$ cat src/pwa_pkg.sv
// constants and types shared by the counter array pwm block
package pwa_pkg;

    // register indices; byte address on the bus is four times the index
    localparam logic [7:0] IDX_CTRL = 8'hd8;
    localparam logic [7:0] IDX_COUNT = 8'hf9;
    localparam logic [2:0][7:0] IDX_CPL = {8'heb, 8'he9, 8'hfb};
    localparam logic [2:0][7:0] IDX_CPH = {8'hec, 8'hea, 8'hfc};
    localparam logic [2:0][7:0] IDX_MODE = {8'hdc, 8'hdb, 8'hda};

    // control register layout
    localparam int CTRL_CF_BIT = 7;
    localparam int CTRL_CR_BIT = 6;

    // module mode register layout
    localparam int MODE_ECOM_BIT = 6;
    localparam int MODE_PWM_BIT = 1;
    localparam int MODE_EVT_BIT = 0;

    // reset values
    localparam logic [7:0] RST_BYTE = 8'h00;

    // counter wrap point
    localparam logic [7:0] COUNT_MAX = 8'hff;
    localparam logic [7:0] COUNT_STEP = 8'h01;

    // axi4-lite responses
    localparam logic [1:0] RESP_OKAY = 2'h0;
    localparam logic [1:0] RESP_SLVERR = 2'h2;

    // byte lane of the word address
    localparam int ADDR_LSB = 2;

    // per-module mode bits
    typedef struct packed {
        logic comparator_enable;
        logic pwm_select;
        logic event_enable;
    } pwa_mode_t;

    localparam pwa_mode_t MODE_RST = '{1'b0, 1'b0, 1'b0};

endpackage

$ cat src/pwa_counter_pwm.sv
// counter array with 8-bit pwm modules behind an axi4-lite slave
// Notes on behaviour
// - counter equals compare low sets output high
// - counter low byte overflow drives output low unless compare high is zero
// - overflow reloads compare low from compare high
// - enable and pwm select together give pwm
// - low byte write clears enable, high sets
// - high fraction is 256 minus high over 256
// - cleared enable holds output at zero duty
// - one output period per 256 counts
// - compare low byte is readable and writable
`timescale 1ns/1ps
module pwa_counter_pwm
    import pwa_pkg::*;
#(
    parameter int NUM_MODULES = 3,
    parameter int ADDR_W = 12
) (
    // clock and reset
    input wire logic i_clk_sys,
    input wire logic i_reset_n,
    // axi4-lite write address and data
    input wire logic i_awvalid,
    output logic o_awready,
    input wire logic [ADDR_W-1:0] i_awaddr,
    input wire logic i_wvalid,
    output logic o_wready,
    input wire logic [31:0] i_wdata,
    input wire logic [3:0] i_wstrb,
    // axi4-lite write response
    output logic o_bvalid,
    input wire logic i_bready,
    output logic [1:0] o_bresp,
    // axi4-lite read
    input wire logic i_arvalid,
    output logic o_arready,
    input wire logic [ADDR_W-1:0] i_araddr,
    output logic o_rvalid,
    input wire logic i_rready,
    output logic [31:0] o_rdata,
    output logic [1:0] o_rresp,
    // pwm pins and shared event request
    output logic [NUM_MODULES-1:0] o_module_output_pin,
    output logic o_event_request
);

    // bus state
    logic awready_reg, wready_reg, bvalid_reg, arready_reg, rvalid_reg;
    logic aw_have_reg, w_have_reg;
    logic [7:0] aw_idx_reg, w_data_reg;
    logic w_lane_reg;
    logic [1:0] bresp_reg, rresp_reg;
    logic [31:0] rdata_reg;

    // block state
    logic [7:0] counter_low_byte_reg, counter_low_byte_next;
    logic counter_run_reg;
    logic counter_overflow_flag_reg;
    logic [NUM_MODULES-1:0] module_event_flag_reg, module_event_flag_next;
    logic [NUM_MODULES-1:0][7:0] compare_low_byte_reg, compare_low_byte_next;
    logic [NUM_MODULES-1:0][7:0] compare_high_byte_reg, compare_high_byte_next;
    pwa_mode_t [NUM_MODULES-1:0] mode_reg, mode_next;
    logic [NUM_MODULES-1:0] out_reg, out_next;
    logic event_request_reg;

    // decoded write
    logic wr_commit, wr_ctrl, wr_count, overflow;
    logic [NUM_MODULES-1:0] wr_cpl, wr_cph, wr_mode, match;

    // word index from a byte address
    function automatic logic [7:0] word_index(input logic [ADDR_W-1:0] addr);
        return addr[ADDR_LSB +: 8];
    endfunction

    // true when the index names a known register
    function automatic logic index_mapped(input logic [7:0] idx);
        logic hit;
        hit = (idx == IDX_CTRL) || (idx == IDX_COUNT);
        for (int m = 0; m < NUM_MODULES; m++) begin
            hit = hit || (idx == IDX_CPL[m]) || (idx == IDX_CPH[m]) || (idx == IDX_MODE[m]);
        end
        return hit;
    endfunction

    // pwm mode is on only with both enable and select
    function automatic logic pwm_active(input pwa_mode_t md);
        return md.comparator_enable && md.pwm_select;
    endfunction

    // write commits once address and data have both arrived and lane 0 was strobed
    assign wr_commit = aw_have_reg && w_have_reg && !bvalid_reg && w_lane_reg;
    assign wr_ctrl = wr_commit && (aw_idx_reg == IDX_CTRL);
    assign wr_count = wr_commit && (aw_idx_reg == IDX_COUNT);
    assign overflow = counter_run_reg && (counter_low_byte_reg == COUNT_MAX);

    // next state of counter and modules
    always_comb begin
        counter_low_byte_next = counter_low_byte_reg;
        if (wr_count) begin
            counter_low_byte_next = w_data_reg;
        end else if (counter_run_reg) begin
            counter_low_byte_next = 8'(counter_low_byte_reg + COUNT_STEP);
        end
        for (int m = 0; m < NUM_MODULES; m++) begin
            wr_cpl[m] = wr_commit && (aw_idx_reg == IDX_CPL[m]);
            wr_cph[m] = wr_commit && (aw_idx_reg == IDX_CPH[m]);
            wr_mode[m] = wr_commit && (aw_idx_reg == IDX_MODE[m]);
            // a software write wins over the automatic reload
            compare_low_byte_next[m] = compare_low_byte_reg[m];
            if (wr_cpl[m]) begin
                compare_low_byte_next[m] = w_data_reg;
            end else if (overflow) begin
                compare_low_byte_next[m] = compare_high_byte_reg[m];
            end
            compare_high_byte_next[m] = wr_cph[m] ? w_data_reg : compare_high_byte_reg[m];
            mode_next[m] = mode_reg[m];
            if (wr_mode[m]) begin
                mode_next[m].comparator_enable = w_data_reg[MODE_ECOM_BIT];
                mode_next[m].pwm_select = w_data_reg[MODE_PWM_BIT];
                mode_next[m].event_enable = w_data_reg[MODE_EVT_BIT];
            end else if (wr_cpl[m]) begin
                mode_next[m].comparator_enable = 1'b0;
            end else if (wr_cph[m]) begin
                mode_next[m].comparator_enable = 1'b1;
            end
            match[m] = counter_run_reg && mode_reg[m].comparator_enable
                && (counter_low_byte_next == compare_low_byte_next[m]);
            // high from the match point to the wrap, so high time is 256 - high byte
            out_next[m] = pwm_active(mode_next[m])
                && (counter_low_byte_next >= compare_low_byte_next[m]);
            module_event_flag_next[m] = module_event_flag_reg[m];
            if (wr_ctrl) begin
                module_event_flag_next[m] = w_data_reg[m];
            end
            if (match[m]) begin
                module_event_flag_next[m] = 1'b1;
            end
        end
    end

    // counter and run bit
    always_ff @(posedge i_clk_sys or negedge i_reset_n) begin
        if (!i_reset_n) begin
            counter_low_byte_reg <= RST_BYTE;
            counter_run_reg <= 1'b0;
        end else begin
            counter_low_byte_reg <= counter_low_byte_next;
            if (wr_ctrl) begin
                counter_run_reg <= w_data_reg[CTRL_CR_BIT];
            end
        end
    end

    // sticky flags: a hardware set in the clearing cycle is kept
    always_ff @(posedge i_clk_sys or negedge i_reset_n) begin
        if (!i_reset_n) begin
            counter_overflow_flag_reg <= 1'b0;
            module_event_flag_reg <= '0;
            event_request_reg <= 1'b0;
        end else begin
            if (overflow) begin
                counter_overflow_flag_reg <= 1'b1;
            end else if (wr_ctrl) begin
                counter_overflow_flag_reg <= w_data_reg[CTRL_CF_BIT];
            end
            module_event_flag_reg <= module_event_flag_next;
            // the overflow flag drives the request ungated; module flags use their own enable
            event_request_reg <= counter_overflow_flag_reg
                || (|(module_event_flag_reg & mode_event_enables(mode_reg)));
        end
    end

    // gather the per-module event enables
    function automatic logic [NUM_MODULES-1:0] mode_event_enables(
        input pwa_mode_t [NUM_MODULES-1:0] md
    );
        logic [NUM_MODULES-1:0] en;
        en = '0;
        for (int m = 0; m < NUM_MODULES; m++) begin
            en[m] = md[m].event_enable;
        end
        return en;
    endfunction

    // module compare bytes, modes and pins
    always_ff @(posedge i_clk_sys or negedge i_reset_n) begin
        if (!i_reset_n) begin
            compare_low_byte_reg <= '0;
            compare_high_byte_reg <= '0;
            mode_reg <= '0;
            out_reg <= '0;
        end else begin
            compare_low_byte_reg <= compare_low_byte_next;
            compare_high_byte_reg <= compare_high_byte_next;
            mode_reg <= mode_next;
            out_reg <= out_next;
        end
    end

    // write channels: each is held until the write commits, in either order
    always_ff @(posedge i_clk_sys or negedge i_reset_n) begin
        if (!i_reset_n) begin
            awready_reg <= 1'b0;
            wready_reg <= 1'b0;
            aw_have_reg <= 1'b0;
            w_have_reg <= 1'b0;
            aw_idx_reg <= RST_BYTE;
            w_data_reg <= RST_BYTE;
            w_lane_reg <= 1'b0;
            bvalid_reg <= 1'b0;
            bresp_reg <= RESP_OKAY;
        end else begin
            if (i_awvalid && awready_reg) begin
                awready_reg <= 1'b0;
                aw_have_reg <= 1'b1;
                aw_idx_reg <= word_index(i_awaddr);
            end else if (!aw_have_reg) begin
                awready_reg <= 1'b1;
            end
            if (i_wvalid && wready_reg) begin
                wready_reg <= 1'b0;
                w_have_reg <= 1'b1;
                w_data_reg <= i_wdata[7:0];
                w_lane_reg <= i_wstrb[0];
            end else if (!w_have_reg) begin
                wready_reg <= 1'b1;
            end
            // a write without the low lane is answered but stores nothing
            if (aw_have_reg && w_have_reg && !bvalid_reg) begin
                aw_have_reg <= 1'b0;
                w_have_reg <= 1'b0;
                bvalid_reg <= 1'b1;
                bresp_reg <= index_mapped(aw_idx_reg) ? RESP_OKAY : RESP_SLVERR;
            end else if (bvalid_reg && i_bready) begin
                bvalid_reg <= 1'b0;
            end
        end
    end

    // read channel: data one cycle after the address is taken
    always_ff @(posedge i_clk_sys or negedge i_reset_n) begin
        if (!i_reset_n) begin
            arready_reg <= 1'b0;
            rvalid_reg <= 1'b0;
            rdata_reg <= '0;
            rresp_reg <= RESP_OKAY;
        end else begin
            if (i_arvalid && arready_reg) begin
                arready_reg <= 1'b0;
                rvalid_reg <= 1'b1;
                rdata_reg <= {24'h000000, read_byte(word_index(i_araddr))};
                rresp_reg <= index_mapped(word_index(i_araddr)) ? RESP_OKAY : RESP_SLVERR;
            end else if (rvalid_reg && i_rready) begin
                rvalid_reg <= 1'b0;
            end else if (!rvalid_reg) begin
                arready_reg <= 1'b1;
            end
        end
    end

    // read multiplexer; unused control bits and unmapped words read zero
    function automatic logic [7:0] read_byte(input logic [7:0] idx);
        logic [7:0] v;
        v = RST_BYTE;
        if (idx == IDX_CTRL) begin
            v[CTRL_CF_BIT] = counter_overflow_flag_reg;
            v[CTRL_CR_BIT] = counter_run_reg;
            v[NUM_MODULES-1:0] = module_event_flag_reg;
        end
        if (idx == IDX_COUNT) begin
            v = counter_low_byte_reg;
        end
        for (int m = 0; m < NUM_MODULES; m++) begin
            if (idx == IDX_CPL[m]) begin
                v = compare_low_byte_reg[m];
            end
            if (idx == IDX_CPH[m]) begin
                v = compare_high_byte_reg[m];
            end
            if (idx == IDX_MODE[m]) begin
                v[MODE_ECOM_BIT] = mode_reg[m].comparator_enable;
                v[MODE_PWM_BIT] = mode_reg[m].pwm_select;
                v[MODE_EVT_BIT] = mode_reg[m].event_enable;
            end
        end
        return v;
    endfunction

    // outputs straight from flops
    assign o_awready = awready_reg;
    assign o_wready = wready_reg;
    assign o_bvalid = bvalid_reg;
    assign o_bresp = bresp_reg;
    assign o_arready = arready_reg;
    assign o_rvalid = rvalid_reg;
    assign o_rdata = rdata_reg;
    assign o_rresp = rresp_reg;
    assign o_module_output_pin = out_reg;
    assign o_event_request = event_request_reg;

    // checks on module 0 and the shared state
    a_match_sets_high: assert property (@(posedge i_clk_sys) disable iff (!i_reset_n)
        (counter_run_reg && !wr_commit && pwm_active(mode_reg[0]) && !overflow
        && (8'(counter_low_byte_reg + COUNT_STEP) == compare_low_byte_reg[0]))
        |=> o_module_output_pin[0])
        else $error("pin 0 not high after compare match");

    a_overflow_drives_low: assert property (@(posedge i_clk_sys) disable iff (!i_reset_n)
        (overflow && !wr_commit && compare_high_byte_reg[0] != RST_BYTE)
        |=> !o_module_output_pin[0])
        else $error("pin 0 not low after overflow");

    a_reload_low_byte: assert property (@(posedge i_clk_sys) disable iff (!i_reset_n)
        (overflow && !wr_commit) |=> compare_low_byte_reg[0] == $past(compare_high_byte_reg[0]))
        else $error("compare low byte not reloaded on overflow");

    a_low_write_clears: assert property (@(posedge i_clk_sys) disable iff (!i_reset_n)
        wr_cpl[0] |=> !mode_reg[0].comparator_enable ##1 !o_module_output_pin[0])
        else $error("low byte write did not clear enable");

    a_high_write_sets: assert property (@(posedge i_clk_sys) disable iff (!i_reset_n)
        wr_cph[0] |=> mode_reg[0].comparator_enable)
        else $error("high byte write did not set enable");

    a_zero_high_full: assert property (@(posedge i_clk_sys) disable iff (!i_reset_n)
        (overflow && !wr_commit && pwm_active(mode_reg[0]) && compare_high_byte_reg[0] == RST_BYTE)
        |=> o_module_output_pin[0] ##1 (o_module_output_pin[0] || $past(wr_cpl[0] || wr_mode[0])))
        else $error("zero high byte did not give full duty");

    a_disabled_low: assert property (@(posedge i_clk_sys) disable iff (!i_reset_n)
        (!mode_reg[0].comparator_enable && !wr_commit) |=> !o_module_output_pin[0])
        else $error("disabled module drove its pin");

    a_count_wraps: assert property (@(posedge i_clk_sys) disable iff (!i_reset_n)
        (overflow && !wr_count) |=> counter_low_byte_reg == RST_BYTE)
        else $error("counter did not wrap to zero");

    a_unused_read_zero: assert property (@(posedge i_clk_sys) disable iff (!i_reset_n)
        (i_arvalid && arready_reg && word_index(i_araddr) == IDX_CTRL)
        |=> o_rvalid && o_rdata[5:3] == 3'h0)
        else $error("unused control bits not zero");

    a_flag_sticky: assert property (@(posedge i_clk_sys) disable iff (!i_reset_n)
        (overflow || (counter_overflow_flag_reg && !wr_ctrl)) |=> counter_overflow_flag_reg)
        else $error("overflow flag lost");

endmodule

$ cat config.mk
export PLATFORM = sky130hd
export DESIGN_NAME = pwa_counter_pwm
export DESIGN_NICKNAME = d
export VERILOG_FILES = /design/src/pwa_pkg.sv /design/src/pwa_counter_pwm.sv
export SDC_FILE = /design/constraint.sdc
export NUM_CORES = 1
export LEC_CHECK = 0
export BUFFER_PORTS_ARGS = -buffer_cell sky130_fd_sc_hd__buf_4
export CORE_MARGIN = 2
export CORE_UTILIZATION = 54
export CTS_CLUSTER_SIZE = 40
export DETAILED_ROUTE_END_ITERATION = 10
export GPL_TIMING_DRIVEN = 0
export PLACE_DENSITY = 0.77
export SYNTH_ARGS = -nofsm -noshare
export SYNTH_HDL_FRONTEND = slang
export SYNTH_SLANG_ARGS = --single-unit
$ cat constraint.sdc
create_clock -name i_clk_sys -period 5.75 [get_ports i_clk_sys]
set_input_delay 0.2875 -clock i_clk_sys [delete_from_list [all_inputs] [get_ports i_clk_sys]]
set_output_delay 0.2875 -clock i_clk_sys [all_outputs]
set_load 0.1 [all_outputs]
==> metrics.yaml, run 1 <==
clock_network:
  root_buffer: "clkbuf_16"
  clk_latency_ns: 0.36
  h-tree-depth: 3
  cts.sinks: 108
  cts_buffers: 9
  cts_resized: 0
  clockBufferDepth: 2
  clkTransAtPathRegs_ns: 0.07
  cts_tree: "yes"
critical_path:
  crit_family: "simple AND/OR/NAND/NOR gates"
  slowest_stage: "nor4b_2"
  r2r_cells: 11
  startpoint_type: "register"
  worst_ep_required_time_ns: 6.00
  max_stage_delay_ns: 0.82
  crit_buf_inv: 1
  crit_cells: 11
  worstReg2RegStart: "aw_idx_reg[4]"
  crit_chain: "nand4b_1, nor4b_2, clkbuf_1, nand2_1, o21a_1, ha_1, a21o_1, a21oi_1, o21ai_0, o21ai_0, a211oi_1"
  startpoint: "aw_idx_reg[4]"
  path_common_cell: "o21ai_0"
  arrival_ns: 3.97
  critical_path_class: "register to register"
  cp-endpoint: "o_module_output_pin[1]"
  critPathCaptureType: "register"
  r2r_end: "o_module_output_pin[1]"
  ff2ff_setup_slack_ns: 2.04
  cp_max_fo: 10
timing:
  period_share: 0.6459
  clock.fmax_mhz: 269.2
  final_max_slew_viol_count: 0
  setup_slack_ns: 2.036
  finalSetupViolCount: 0
  period_needed_ns: 3.714
  max_slew_margin: 0.3837
  rsz0062_at_grt: "no"
  tns_ns: 0
  finalHoldViolations: 0
  skew_ns: 0.01116
  worstMarginPinSlew_ns: 0.9169
synthesis:
  ys_ff_latch: 108
  syn_inst: 634
  synth-xor-area-share: 0.009481
  async_flop_share: 1.000
  yosysTopAreaCell: "dfrtp_1"
  synth.cell_area_um2: 6466
  synth-simple-area-share: 0.1527
  synth_mux_area_frac: 0.1579
  synth_top_family_by_area: "multiplexers"
  synth_top_area_share: 0.4180
  synth-edff-count: 0
  synth.most_common_cell: "dfrtp_1"
  synth-compound-area-share: 0.1527
  synthTopCellsByCount: "108 x dfrtp_1, 52 x mux2_2, 49 x nand2_1, 42 x mux2i_1, 37 x a21oi_1"
  ys_top_cells_by_area: "dfrtp_1 42%, mux2_2 9.1%, mux2i_1 6.5%, ha_1 4.3%, buf_4 3.0%"
  syn_area_per_cell_um2: 10.20
  ys_seq_area_frac: 0.4180
  yosys_warnings: 0
  synth-adder-area-share: 0.04257
  synthDistinctLibCells: 68
  synth_ff_type: "dfrtp_1"
global_routing:
  antenna_found_initial: 0
  grt_max_degree: 109
  first_global_vias: 5113
  grt-ovfl-total: 0
  grt_first_pass_wirelength_um: 27920
  track_usage: 0.2817
die:
  core_area_um2: 11560
  rows: 39
  fp.dieH_um: 113.4
  io_pins: 112
  die_width_um: 113.4
  dieArea_um2: 12870
  start_util: 0.5591
routing:
  wl_um: 17410
  ant_nets: 0
  first_pass_iters: 5
  drt_iter0_drc: 368
  vias: 5367
  drt-vias-per-instance: 6.212
  post_drt_wl_per_cell_um: 20.15
  drc_errors: 0
cells_and_area:
  fin_nets: 807
  insertedDiodeCount: 0
  drive_above_1_share: 0.2288
  area_growth_syn_to_layout_pct: 14.47
  final_util: 0.6401
run_status:
  status: "finished clean"
pwr:
  total_leakage_power_nw: 3.435
  max-vdd-ir-drop_uv: 348.4
  p_per_area_nw_per_um2: 392.7
placed_design:
  hpwl_um: 12890
  port_buffers: 46
  gp_congestion: 0.9618
  pre_cts_slack_ns: 2.012
worst_hold_path:
  hp-class: "input port to register"
job:
  max_cap_viol_count: 0
-- per-stage QoR --
| step | power, mW | cells | instance area (um2) | hold slack [ns] |
|---|---|---|---|---|
| finish | 2.907 | 864 | 7402 | 0.1161 |
| global route | 3.049 | 864 | 7402 | 0.1238 |
| CTS | 2.901 | 862 | 7361 | 0.1126 |
| detailed placement | 2.312 | 848 | 7084 | 0.4823 |
| global placement | 2.274 | 848 | 7084 | 0.4679 |
| floorplan | 1.979 | 659 | 6560 | -0.008091 |
-- power by group --
group          leakage [nW]  switching, mW  internal, mW
registers              1.44          0.195         0.921
logic                  1.87          0.808         0.394
clock network         0.130          0.276         0.314
-- repair_timing --
| item | CTS | global route |
|---|---|---|
| setup buffers | 0 | 0 |
| hold buffers | 0 | 1 |
| endpoints found under the hold margin | 0 | 13 |
-- per-layer routing --
metal  global-route usage  up-vias  routed length [um]
li1                     -     2457                   -
met3              0.04835       41                1417
met4               0.1187        0                 520
met2               0.4411      265                8066
met1               0.3906     2604                7406
met5                    0        -                   0
-- how the worst min path moves through the flow --
stage          slack, ns  cells past startpoint           to  startpoint
6_report            0.12                      2     o_bvalid    i_bready
4_1_cts             0.11                      2     o_bvalid    i_bready
3_3_place_gp        0.47                      2   o_rdata[4]  o_rdata[4]
2_1_floorplan     -0.008                      0  aw_have_reg   i_reset_n
3_5_place_dp        0.48                      2   o_rdata[4]  o_rdata[4]
5_1_grt             0.12                      2    o_awready   i_awvalid
-- layout make-up --
| class | instances | area, um2 |
|---|---|---|
| Clock buffer | 11 | 252.7 |
| Timing Repair Buffer | 48 | 386.6 |
| Tap cell | 143 | 178.9 |
| Inverter | 26 | 97.59 |
| Sequential cell | 108 | 2703 |
| Multi-Input combinational cell | 466 | 3430 |
| Buffer | 59 | 330.3 |
| Clock inverter | 3 | 23.77 |
| Fill cell | 937 | 4163 |
-- layout by cell type (no fill, tap or decap), drive strengths merged, types with 5 or more instances in the layout --
| cell | instances |
|---|---|
| dfrtp | 108 |
| buf | 85 |
| mux2 | 53 |
| nand2 | 49 |
| mux2i | 42 |
| a21oi | 37 |
| clkbuf | 32 |
| o21ai | 27 |
| nor2 | 26 |
| o21a | 26 |
| inv | 26 |
| conb | 26 |
| ha | 22 |
| nand3 | 13 |
| nand4 | 11 |
| nor2b | 8 |
| o22ai | 8 |
| nor3 | 8 |
| nor4 | 8 |
| and3 | 6 |
| a22oi | 6 |
| a211oi | 6 |
| xor2 | 5 |
| or4 | 5 |
| a31oi | 5 |
-- cells by family after synthesis --
group / Yosys count
simple gates: 167
compound gates: 149
flops: 108
mux: 95
buf+inv: 85
fa+ha+maj: 22
xor+xnor: 7
other cells: 1
Note: power is estimated with default switching activity, not from simulation.
==> run 2: changes to the inputs <==
ABC_AREA = 1   (was not set)
PLACE_DENSITY = 0.78   (was 0.77)
clock period = 3.46 ns   (was 5.75 ns; I/O delays follow)
==> run 2 against run 1 <==
The run now ends with negative hold slack left. Wire length fell by 3.7%. Synthesized cell count rose by 23%. Largest cell class unchanged. Sequential cell count did not move. Critical path type unchanged. Fmax up 22%. First-iteration DRC count up 35%. Clock power up 82%. Sequential power increased by 50%. Critical endpoint is now module_event_flag_reg[1]. Setup slack worse by 1.6 ns. Critical path depth increased by 2. Hold slack got worse by 0.12 ns. Non-clock buffer count down 10. Highest routed layer unchanged. Core utilization decreased by 0.50 points.
==> metrics.yaml, run 2 <==
run_status:
  status: "finished with violations"  # was finished clean
  violations: "negative hold slack"
clock_network:
  root_buffer: "clkbuf_16"  # unchanged
  cts_setup_buffers: 0  # unchanged
  clkTransAtPathRegs_ns: 0.08  # was 0.07 ns
  clockBufferDepth: 2  # unchanged
  cts_tree: "yes"  # unchanged
  h-tree-depth: 3  # unchanged
  cts.sinks: 108  # unchanged
  clk_latency_ns: 0.36  # about the same
  cts_buffers: 9  # unchanged
cells_and_area:
  final_util: 0.6351  # was 0.6401
  insertedDiodeCount: 0  # unchanged
  fin_nets: 960  # was 807
  final_cell_mix: "196 x nand2_1, 108 x dfrtp_1, 90 x inv_1"  # was 108 x dfrtp_1, 71 x buf_4, 52 x mux2_2
  multi_input_area_um2: 2914  # was 3430 um2
  drive_above_1_share: 0.1644  # was 0.2288
  ff_latch_area_um2: 2703  # unchanged
  final_common_cell: "nand2_1"  # was dfrtp_1
  fillCellCount: 1028  # was 937
  area_growth_syn_to_layout_pct: 16.17  # was 14.47%
critical_path:
  arrival_ns: 3.32  # was 3.97 ns
  critPathCaptureType: "register"  # unchanged
  startpoint_type: "register"  # unchanged
  crit_buf_inv: 2  # was 1
  cp_max_fo: 10  # unchanged
  worstReg2RegStart: "counter_low_byte_reg[0]"  # was aw_idx_reg[4]
  r2r_end: "module_event_flag_reg[1]"  # was o_module_output_pin[1]
  crit_chain: "ha_1, nand3_1, nor2_4, nand2_2, clkbuf_1, o211ai_1, o21ai_0, inv_1, ha_1, nand2_1, nor2_1, o211ai_1, o31ai_1"  # was nand4b_1, nor4b_2, clkbuf_1, nand2_1, o21a_1, ha_1, a21o_1, a21oi_1, o21ai_0, o21ai_0, a211oi_1
  critical_path_class: "register to register"  # unchanged
  crit_family: "compound AO/OA/AOI/OAI gates"  # was simple AND/OR/NAND/NOR gates
  ff2ff_setup_slack_ns: 0.41  # was 2.04 ns
  max_stage_delay_ns: 0.45  # was 0.82 ns
  r2r_cells: 13  # was 11
  worst_ep_required_time_ns: 3.73  # was 6.00 ns
  slowest_stage: "dfrtp_1"  # was nor4b_2
synthesis:
  ys_top_cells_by_area: "dfrtp_1 44%, nand2_1 12%, inv_1 5.5%, o21ai_0 4.8%, ha_1 4.4%"  # was dfrtp_1 42%, mux2_2 9.1%, mux2i_1 6.5%, ha_1 4.3%, buf_4 3.0%
  synthTopCellsByCount: "196 x nand2_1, 108 x dfrtp_1, 90 x inv_1, 64 x nor2_1, 59 x o21ai_0"  # was 108 x dfrtp_1, 52 x mux2_2, 49 x nand2_1, 42 x mux2i_1, 37 x a21oi_1
  ys_ff_latch: 108  # unchanged
  ys_seq_area_frac: 0.4367  # was 0.4180
  async_flop_share: 1.000  # unchanged
  synthDistinctLibCells: 42  # was 68
  synth_top_area_share: 0.4367  # was 0.4180
  syn_inst: 782  # was 634
  yosys_warnings: 0  # unchanged
  synth.cell_area_um2: 6188  # was 6466 um2
  syn_area_per_cell_um2: 7.914  # was 10.20 um2
  yosysTopAreaCell: "dfrtp_1"  # unchanged
  synth.most_common_cell: "nand2_1"  # was dfrtp_1
  synth-edff-count: 0  # unchanged
  synth_ff_type: "dfrtp_1"  # unchanged
timing:
  worstMarginPinSlew_ns: 0.6287  # was 0.9169 ns
  clock.fmax_mhz: 327.7  # was 269.2 MHz
  max_slew_margin: 0.5809  # was 0.3837
  final_max_slew_viol_count: 0  # unchanged
  skew_ns: 0.007679  # was 0.01116 ns
  rsz0062_at_grt: "no"  # unchanged
  fin_hold_ws_ns: -0.0001630  # was 0.1161 ns
  finalSetupViolCount: 0  # unchanged
  tns_ns: 0  # unchanged
  period_share: 0.8820  # was 0.6459
  finalHoldViolations: 1  # was 0
  period_needed_ns: 3.052  # was 3.714 ns
global_routing:
  grt_max_degree: 109  # unchanged
  grt_first_pass_wirelength_um: 27100  # was 27920 um
  first_global_vias: 5246  # was 5113
  track_usage: 0.2812  # was 0.2817
  grt-ovfl-total: 0  # unchanged
  antenna_found_initial: 0  # unchanged
routing:
  drc_errors: 0  # unchanged
  vias: 5518  # was 5367
  ant_nets: 0  # unchanged
  wl_um: 16760  # was 17410 um
  drt_iter0_drc: 497  # was 368
  drt-vias-per-instance: 5.415  # was 6.212
  post_drt_wl_per_cell_um: 16.45  # was 20.15 um
  first_pass_iters: 5  # unchanged
worst_hold_path:
  min_from: "i_awaddr[2]"  # was i_bready
  min_path_cells: 3  # was 2
  hp-class: "input port to register"  # unchanged
  min_to: "aw_idx_reg[0]"  # was o_bvalid
pwr:
  total_leakage_power_nw: 3.598  # was 3.435 nW
  p_per_area_nw_per_um2: 615.2  # was 392.7 nW/um2
  max-vdd-ir-drop_uv: 621.6  # was 348.4 uV
placed_design:
  gp_congestion: 0.9421  # was 0.9618
  hpwl_um: 12450  # was 12890 um
  port_buffers: 50  # was 46
die:
  die_width_um: 111.1  # was 113.4 um
  rows: 39  # unchanged
  start_util: 0.5466  # was 0.5591
  fp.dieH_um: 111.1  # was 113.4 um
  dieArea_um2: 12330  # was 12870 um2
  io_pins: 112  # unchanged
  core_area_um2: 11320  # was 11560 um2
job:
  max_cap_viol_count: 0  # unchanged
[run 2: changes by cell type in the layout (fill, tap and decap cells not counted), moves of 32 or more]
cell	change
inv_1	+64
mux2_2	-52
mux2i_1	-42
nand2_1	+147
nor2_1	+38
o21ai_0	+32
[run 2: worst max path at each step]
stage,from,end,slack [ns],cells past startpoint
2_1_floorplan,o_bvalid,o_module_output_pin[2],0.65,14
3_3_place_gp,counter_low_byte_reg[0],module_event_flag_reg[1],0.53,13
3_5_place_dp,counter_low_byte_reg[0],module_event_flag_reg[1],0.52,13
4_1_cts,counter_low_byte_reg[0],module_event_flag_reg[1],0.47,13
5_1_grt,counter_low_byte_reg[0],module_event_flag_reg[1],0.28,13
6_report,counter_low_byte_reg[0],module_event_flag_reg[1],0.41,13
[run 2: repair_timing]
action / in CTS / in global routing
setup endpoints to repair: 0 / 0
endpoints found under the hold margin: 1 / 49
gates resized for setup: 0 / 0
hold buffers: 1 / 1
[run 2: metal layers]
layer	vias to the layer above	track usage	wire, um
li1	2681	-	-
met1	2547	0.3858	7133
met2	249	0.4462	7739
met3	41	0.04811	1364
met4	0	0.1169	525
met5	-	0	0
[run 2: area by class of cell]
type / instances / share of cell area
clock inverters: 7 / 0.01062
plain buffers: 44 / 0.04038
repair buffers: 53 / 0.05935
flip-flops and latches: 108 / 0.3759
multi-input cells: 556 / 0.4053
well taps: 143 / 0.02489
inverters: 99 / 0.05221
clock buffers: 9 / 0.03133
[run 2: through the flow]
step	area, um2	hold slack [ns]	setup slack [ns]	std cells	power (mW)
after floorplan	6282	-0.1226	0.6492	807	2.910
after global placement	6837	0.3511	0.5303	1000	3.321
after detailed placement	6837	0.3729	0.5200	1000	3.350
after CTS	7148	0.003615	0.4710	1017	4.405
after global routing	7189	0.01246	0.2844	1019	4.634
final	7189	-0.0001630	0.4084	1019	4.423
[run 2: logic make-up after synthesis]
group,Yosys count,share of synthesized area
buffers and inverters,143,0.1076
AO/OA/AOI/OAI,149,0.1351
other,1,0.0006060
AND/OR/NAND/NOR,353,0.2671
XOR/XNOR,6,0.008492
adder cells (fa/ha/maj),22,0.04448
flip-flops,108,0.4367
[run 2: power by group]
part / internal (mW) / switching, mW
Combinational: 0.417 / 1.25
Clock: 0.567 / 0.502
Sequential: 1.49 / 0.195
Total: 2.47 / 1.95
[run 2: worst min-delay path: stages]
cell,delay (ns)
buf_4,0.08
nand2_1,0.04
nand2_1,0.04
==> run 3: changes to the inputs <==
CELL_PAD_IN_SITES_DETAIL_PLACEMENT = 0   (was not set)
CELL_PAD_IN_SITES_GLOBAL_PLACEMENT = 1   (was not set)
CORE_UTILIZATION = 41   (was 54)
PLACE_DENSITY = not set   (was 0.78)
PLACE_DENSITY_LB_ADDON = 0.1   (was not set)
==> run 3 against run 2 <==
The flow now finishes without violations. Clock skew increased by 0.0024 ns. Non-clock buffer count rose by 5. Sequential power about the same. Largest power group is now combinational logic. Fmax fell by 0.46%. Largest cell class unchanged. Setup slack got worse by 0.014 ns. First-iteration DRC count shrank 24%. Die area rose by 30%. Critical path type unchanged. Register-to-register slack is essentially flat.
==> metrics.yaml, run 3 (synthesis results as in run 2) <==
placed_design:
  gp_congestion: 0.9380  # was 0.9421
  hpwl_um: 14690  # was 12450 um
  port_buffers: 50  # unchanged
timing:
  finalHoldViolations: 0  # was 1
  worstMarginPinSlew_ns: 0.8629  # was 0.6287 ns
  rsz0062_at_grt: "no"  # unchanged
  finalSetupViolCount: 0  # unchanged
  final_max_slew_viol_count: 0  # unchanged
  clock.fmax_mhz: 326.2  # was 327.7 MHz
  period_needed_ns: 3.066  # was 3.052 ns
  tns_ns: 0  # unchanged
  skew_ns: 0.01004  # was 0.007679 ns
  fin_hold_ws_ns: 0.01576  # was -0.0001630 ns
  max_slew_margin: 0.4187  # was 0.5809
  period_share: 0.8860  # was 0.8820
cells_and_area:
  drive_above_1_share: 0.1635  # was 0.1644
  area_growth_syn_to_layout_pct: 18.03  # was 16.17%
  fillCellCount: 1482  # was 1028
  insertedDiodeCount: 0  # unchanged
  final_common_cell: "nand2_1"  # unchanged
  final_cell_mix: "196 x nand2_1, 108 x dfrtp_1, 90 x inv_1"  # unchanged
  ff_latch_area_um2: 2703  # unchanged
  fin_nets: 965  # was 960
  multi_input_area_um2: 2914  # unchanged
pwr:
  clkPwrFrac: 0.248  # was 0.242
  total_leakage_power_nw: 3.628  # was 3.598 nW
  netSwitchingPower_mw: 2.053  # was 1.951 mW
  intPower_mw: 2.493  # was 2.471 mW
  max-vdd-ir-drop_uv: 473.3  # was 621.6 uV
  p_per_area_nw_per_um2: 622.4  # was 615.2 nW/um2
  seq_power_share: 0.372  # was 0.380
  pwr-share-comb: 0.380  # was 0.378
  power.share.switching: 0.4516  # was 0.4412
routing:
  drt-vias-per-instance: 5.184  # was 5.415
  drc_errors: 0  # unchanged
  ant_nets: 0  # unchanged
  post_drt_wl_per_cell_um: 18.00  # was 16.45 um
  wl_um: 19180  # was 16760 um
  drt_iter0_drc: 379  # was 497
  first_pass_iters: 5  # unchanged
  vias: 5521  # was 5518
clock_network:
  root_buffer: "clkbuf_16"  # unchanged
  cts_tree: "yes"  # unchanged
  clockBufferDepth: 2  # unchanged
  cts_buffers: 9  # unchanged
  clk_latency_ns: 0.37  # was 0.36 ns
  cts_setup_buffers: 0  # unchanged
  clkTransAtPathRegs_ns: 0.08  # about the same
  h-tree-depth: 3  # unchanged
  cts.sinks: 108  # unchanged
worst_hold_path:
  hp-class: "input port to register"  # unchanged
  min_from: "i_awaddr[3]"  # was i_awaddr[2]
critical_path:
  slowest_stage: "a21oi_1"  # was dfrtp_1
  critPathCaptureType: "register"  # unchanged
  startpoint: "counter_run_reg"  # was counter_low_byte_reg[0]
  crit_buf_inv: 1  # was 2
  arrival_ns: 3.31  # was 3.32 ns
  worstReg2RegStart: "counter_run_reg"  # was counter_low_byte_reg[0]
  crit_chain: "buf_2, nand2_1, nor3_1, nand2_1, nor2_1, nand3_1, xor2_1, a21oi_1, ha_1, nand2_1, nor2_1, a211oi_1, a21oi_2"  # was ha_1, nand3_1, nor2_4, nand2_2, clkbuf_1, o211ai_1, o21ai_0, inv_1, ha_1, nand2_1, nor2_1, o211ai_1, o31ai_1
  path_common_cell: "nand2_1"
  max_stage_delay_ns: 0.48  # was 0.45 ns
  critical_path_class: "register to register"  # unchanged
  worst_ep_required_time_ns: 3.70  # was 3.73 ns
  cp_max_fo: 10  # unchanged
  crit_family: "compound AO/OA/AOI/OAI gates"  # unchanged
  startpoint_type: "register"  # unchanged
global_routing:
  antenna_found_initial: 0  # unchanged
  grt-ovfl-total: 0  # unchanged
  grt_first_pass_wirelength_um: 29310  # was 27100 um
  first_global_vias: 5274  # was 5246
  track_usage: 0.2442  # was 0.2812
  grt_max_degree: 109  # unchanged
die:
  io_pins: 112  # unchanged
  dieArea_um2: 16090  # was 12330 um2
  die_width_um: 126.9  # was 111.1 um
  rows: 44  # was 39
  core_area_um2: 14640  # was 11320 um2
  fp.dieH_um: 126.9  # was 111.1 um
  start_util: 0.4226  # was 0.5466
job:
  max_cap_viol_count: 0  # unchanged
run_status:
  status: "finished clean"  # was finished with violations
run 3: changes by cell type in the layout (fill, tap and decap cells not counted), sizes merged:
cell / change
clkinvlp: -1
clkinv: -3
dlygate4sd3: +5
inv: +4
run 3: through the flow:
step | cells | cell area (um2) | utilization | setup WS, ns | total power [mW]
after global placement | 1041 | 6888 | 0.4704 | 0.4923 | 3.406
after detailed placement | 1041 | 6888 | 0.4704 | 0.4317 | 3.430
final | 1065 | 7305 | 0.4988 | 0.3944 | 4.547
after CTS | 1063 | 7263 | 0.4960 | 0.4168 | 4.561
after floorplan | 807 | 6282 | - | 0.6492 | 2.910
after global routing | 1065 | 7305 | 0.4988 | 0.2663 | 4.774
run 3: power by group through the flow:
stage	sequential (mW)	combinational [mW]	clock (mW)
2_1_floorplan	2.00	0.906	0
3_3_place_gp	1.71	1.70	0
3_5_place_dp	1.71	1.72	0
4_1_cts	1.69	1.73	1.14
5_1_grt	1.72	1.87	1.19
6_report	1.69	1.73	1.13
run 3: layout make-up:
type,count,share of cell area
Clock inverter,7,0.01233
Tap cell,184,0.03152
Inverter,99,0.05139
Timing Repair Buffer,58,0.06526
Clock buffer,9,0.03083
Multi-Input combinational cell,556,0.3989
Sequential cell,108,0.3700
Buffer,44,0.03974
run 3: path summary, 6_finish.rpt:
kind	cells past startpoint	to	slack, ns
worst max-delay path	13	o_module_output_pin[1]	0.39
max in group asynchronous	3	compare_low_byte_reg[0]	2.52
worst min-delay path	3	aw_idx_reg[1]	0.02
worst max register to register	13	o_module_output_pin[1]	0.39
min in group asynchronous	2	o_rdata[3]	0.23
worst min register to register	2	o_rdata[0]	0.49
run 3: routing by layer:
| metal | GRT usage | routed length [um] | vias to the layer above |
|---|---|---|---|
| met2 | 0.4032 | 9183 | 167 |
| met3 | 0.02531 | 874 | 28 |
| met1 | 0.3319 | 8597 | 2637 |
| met5 | 0 | 0 | - |
| li1 | - | - | 2689 |
| met4 | 0.09502 | 520 | 0 |
run 3: what timing repair did:
action	4_1_cts	5_1_grt
endpoints found under the hold margin	6	26
endpoints found under the setup margin	0	0
resized for setup	0	0
hold buffers	6	1
run 3: tightest hold or removal path: cells and delay by family:
kind	cells	cell delay [ns]
AO/OA/AOI/OAI	1	0.06
buffers and inverters	1	0.08
AND/OR/NAND/NOR	1	0.04
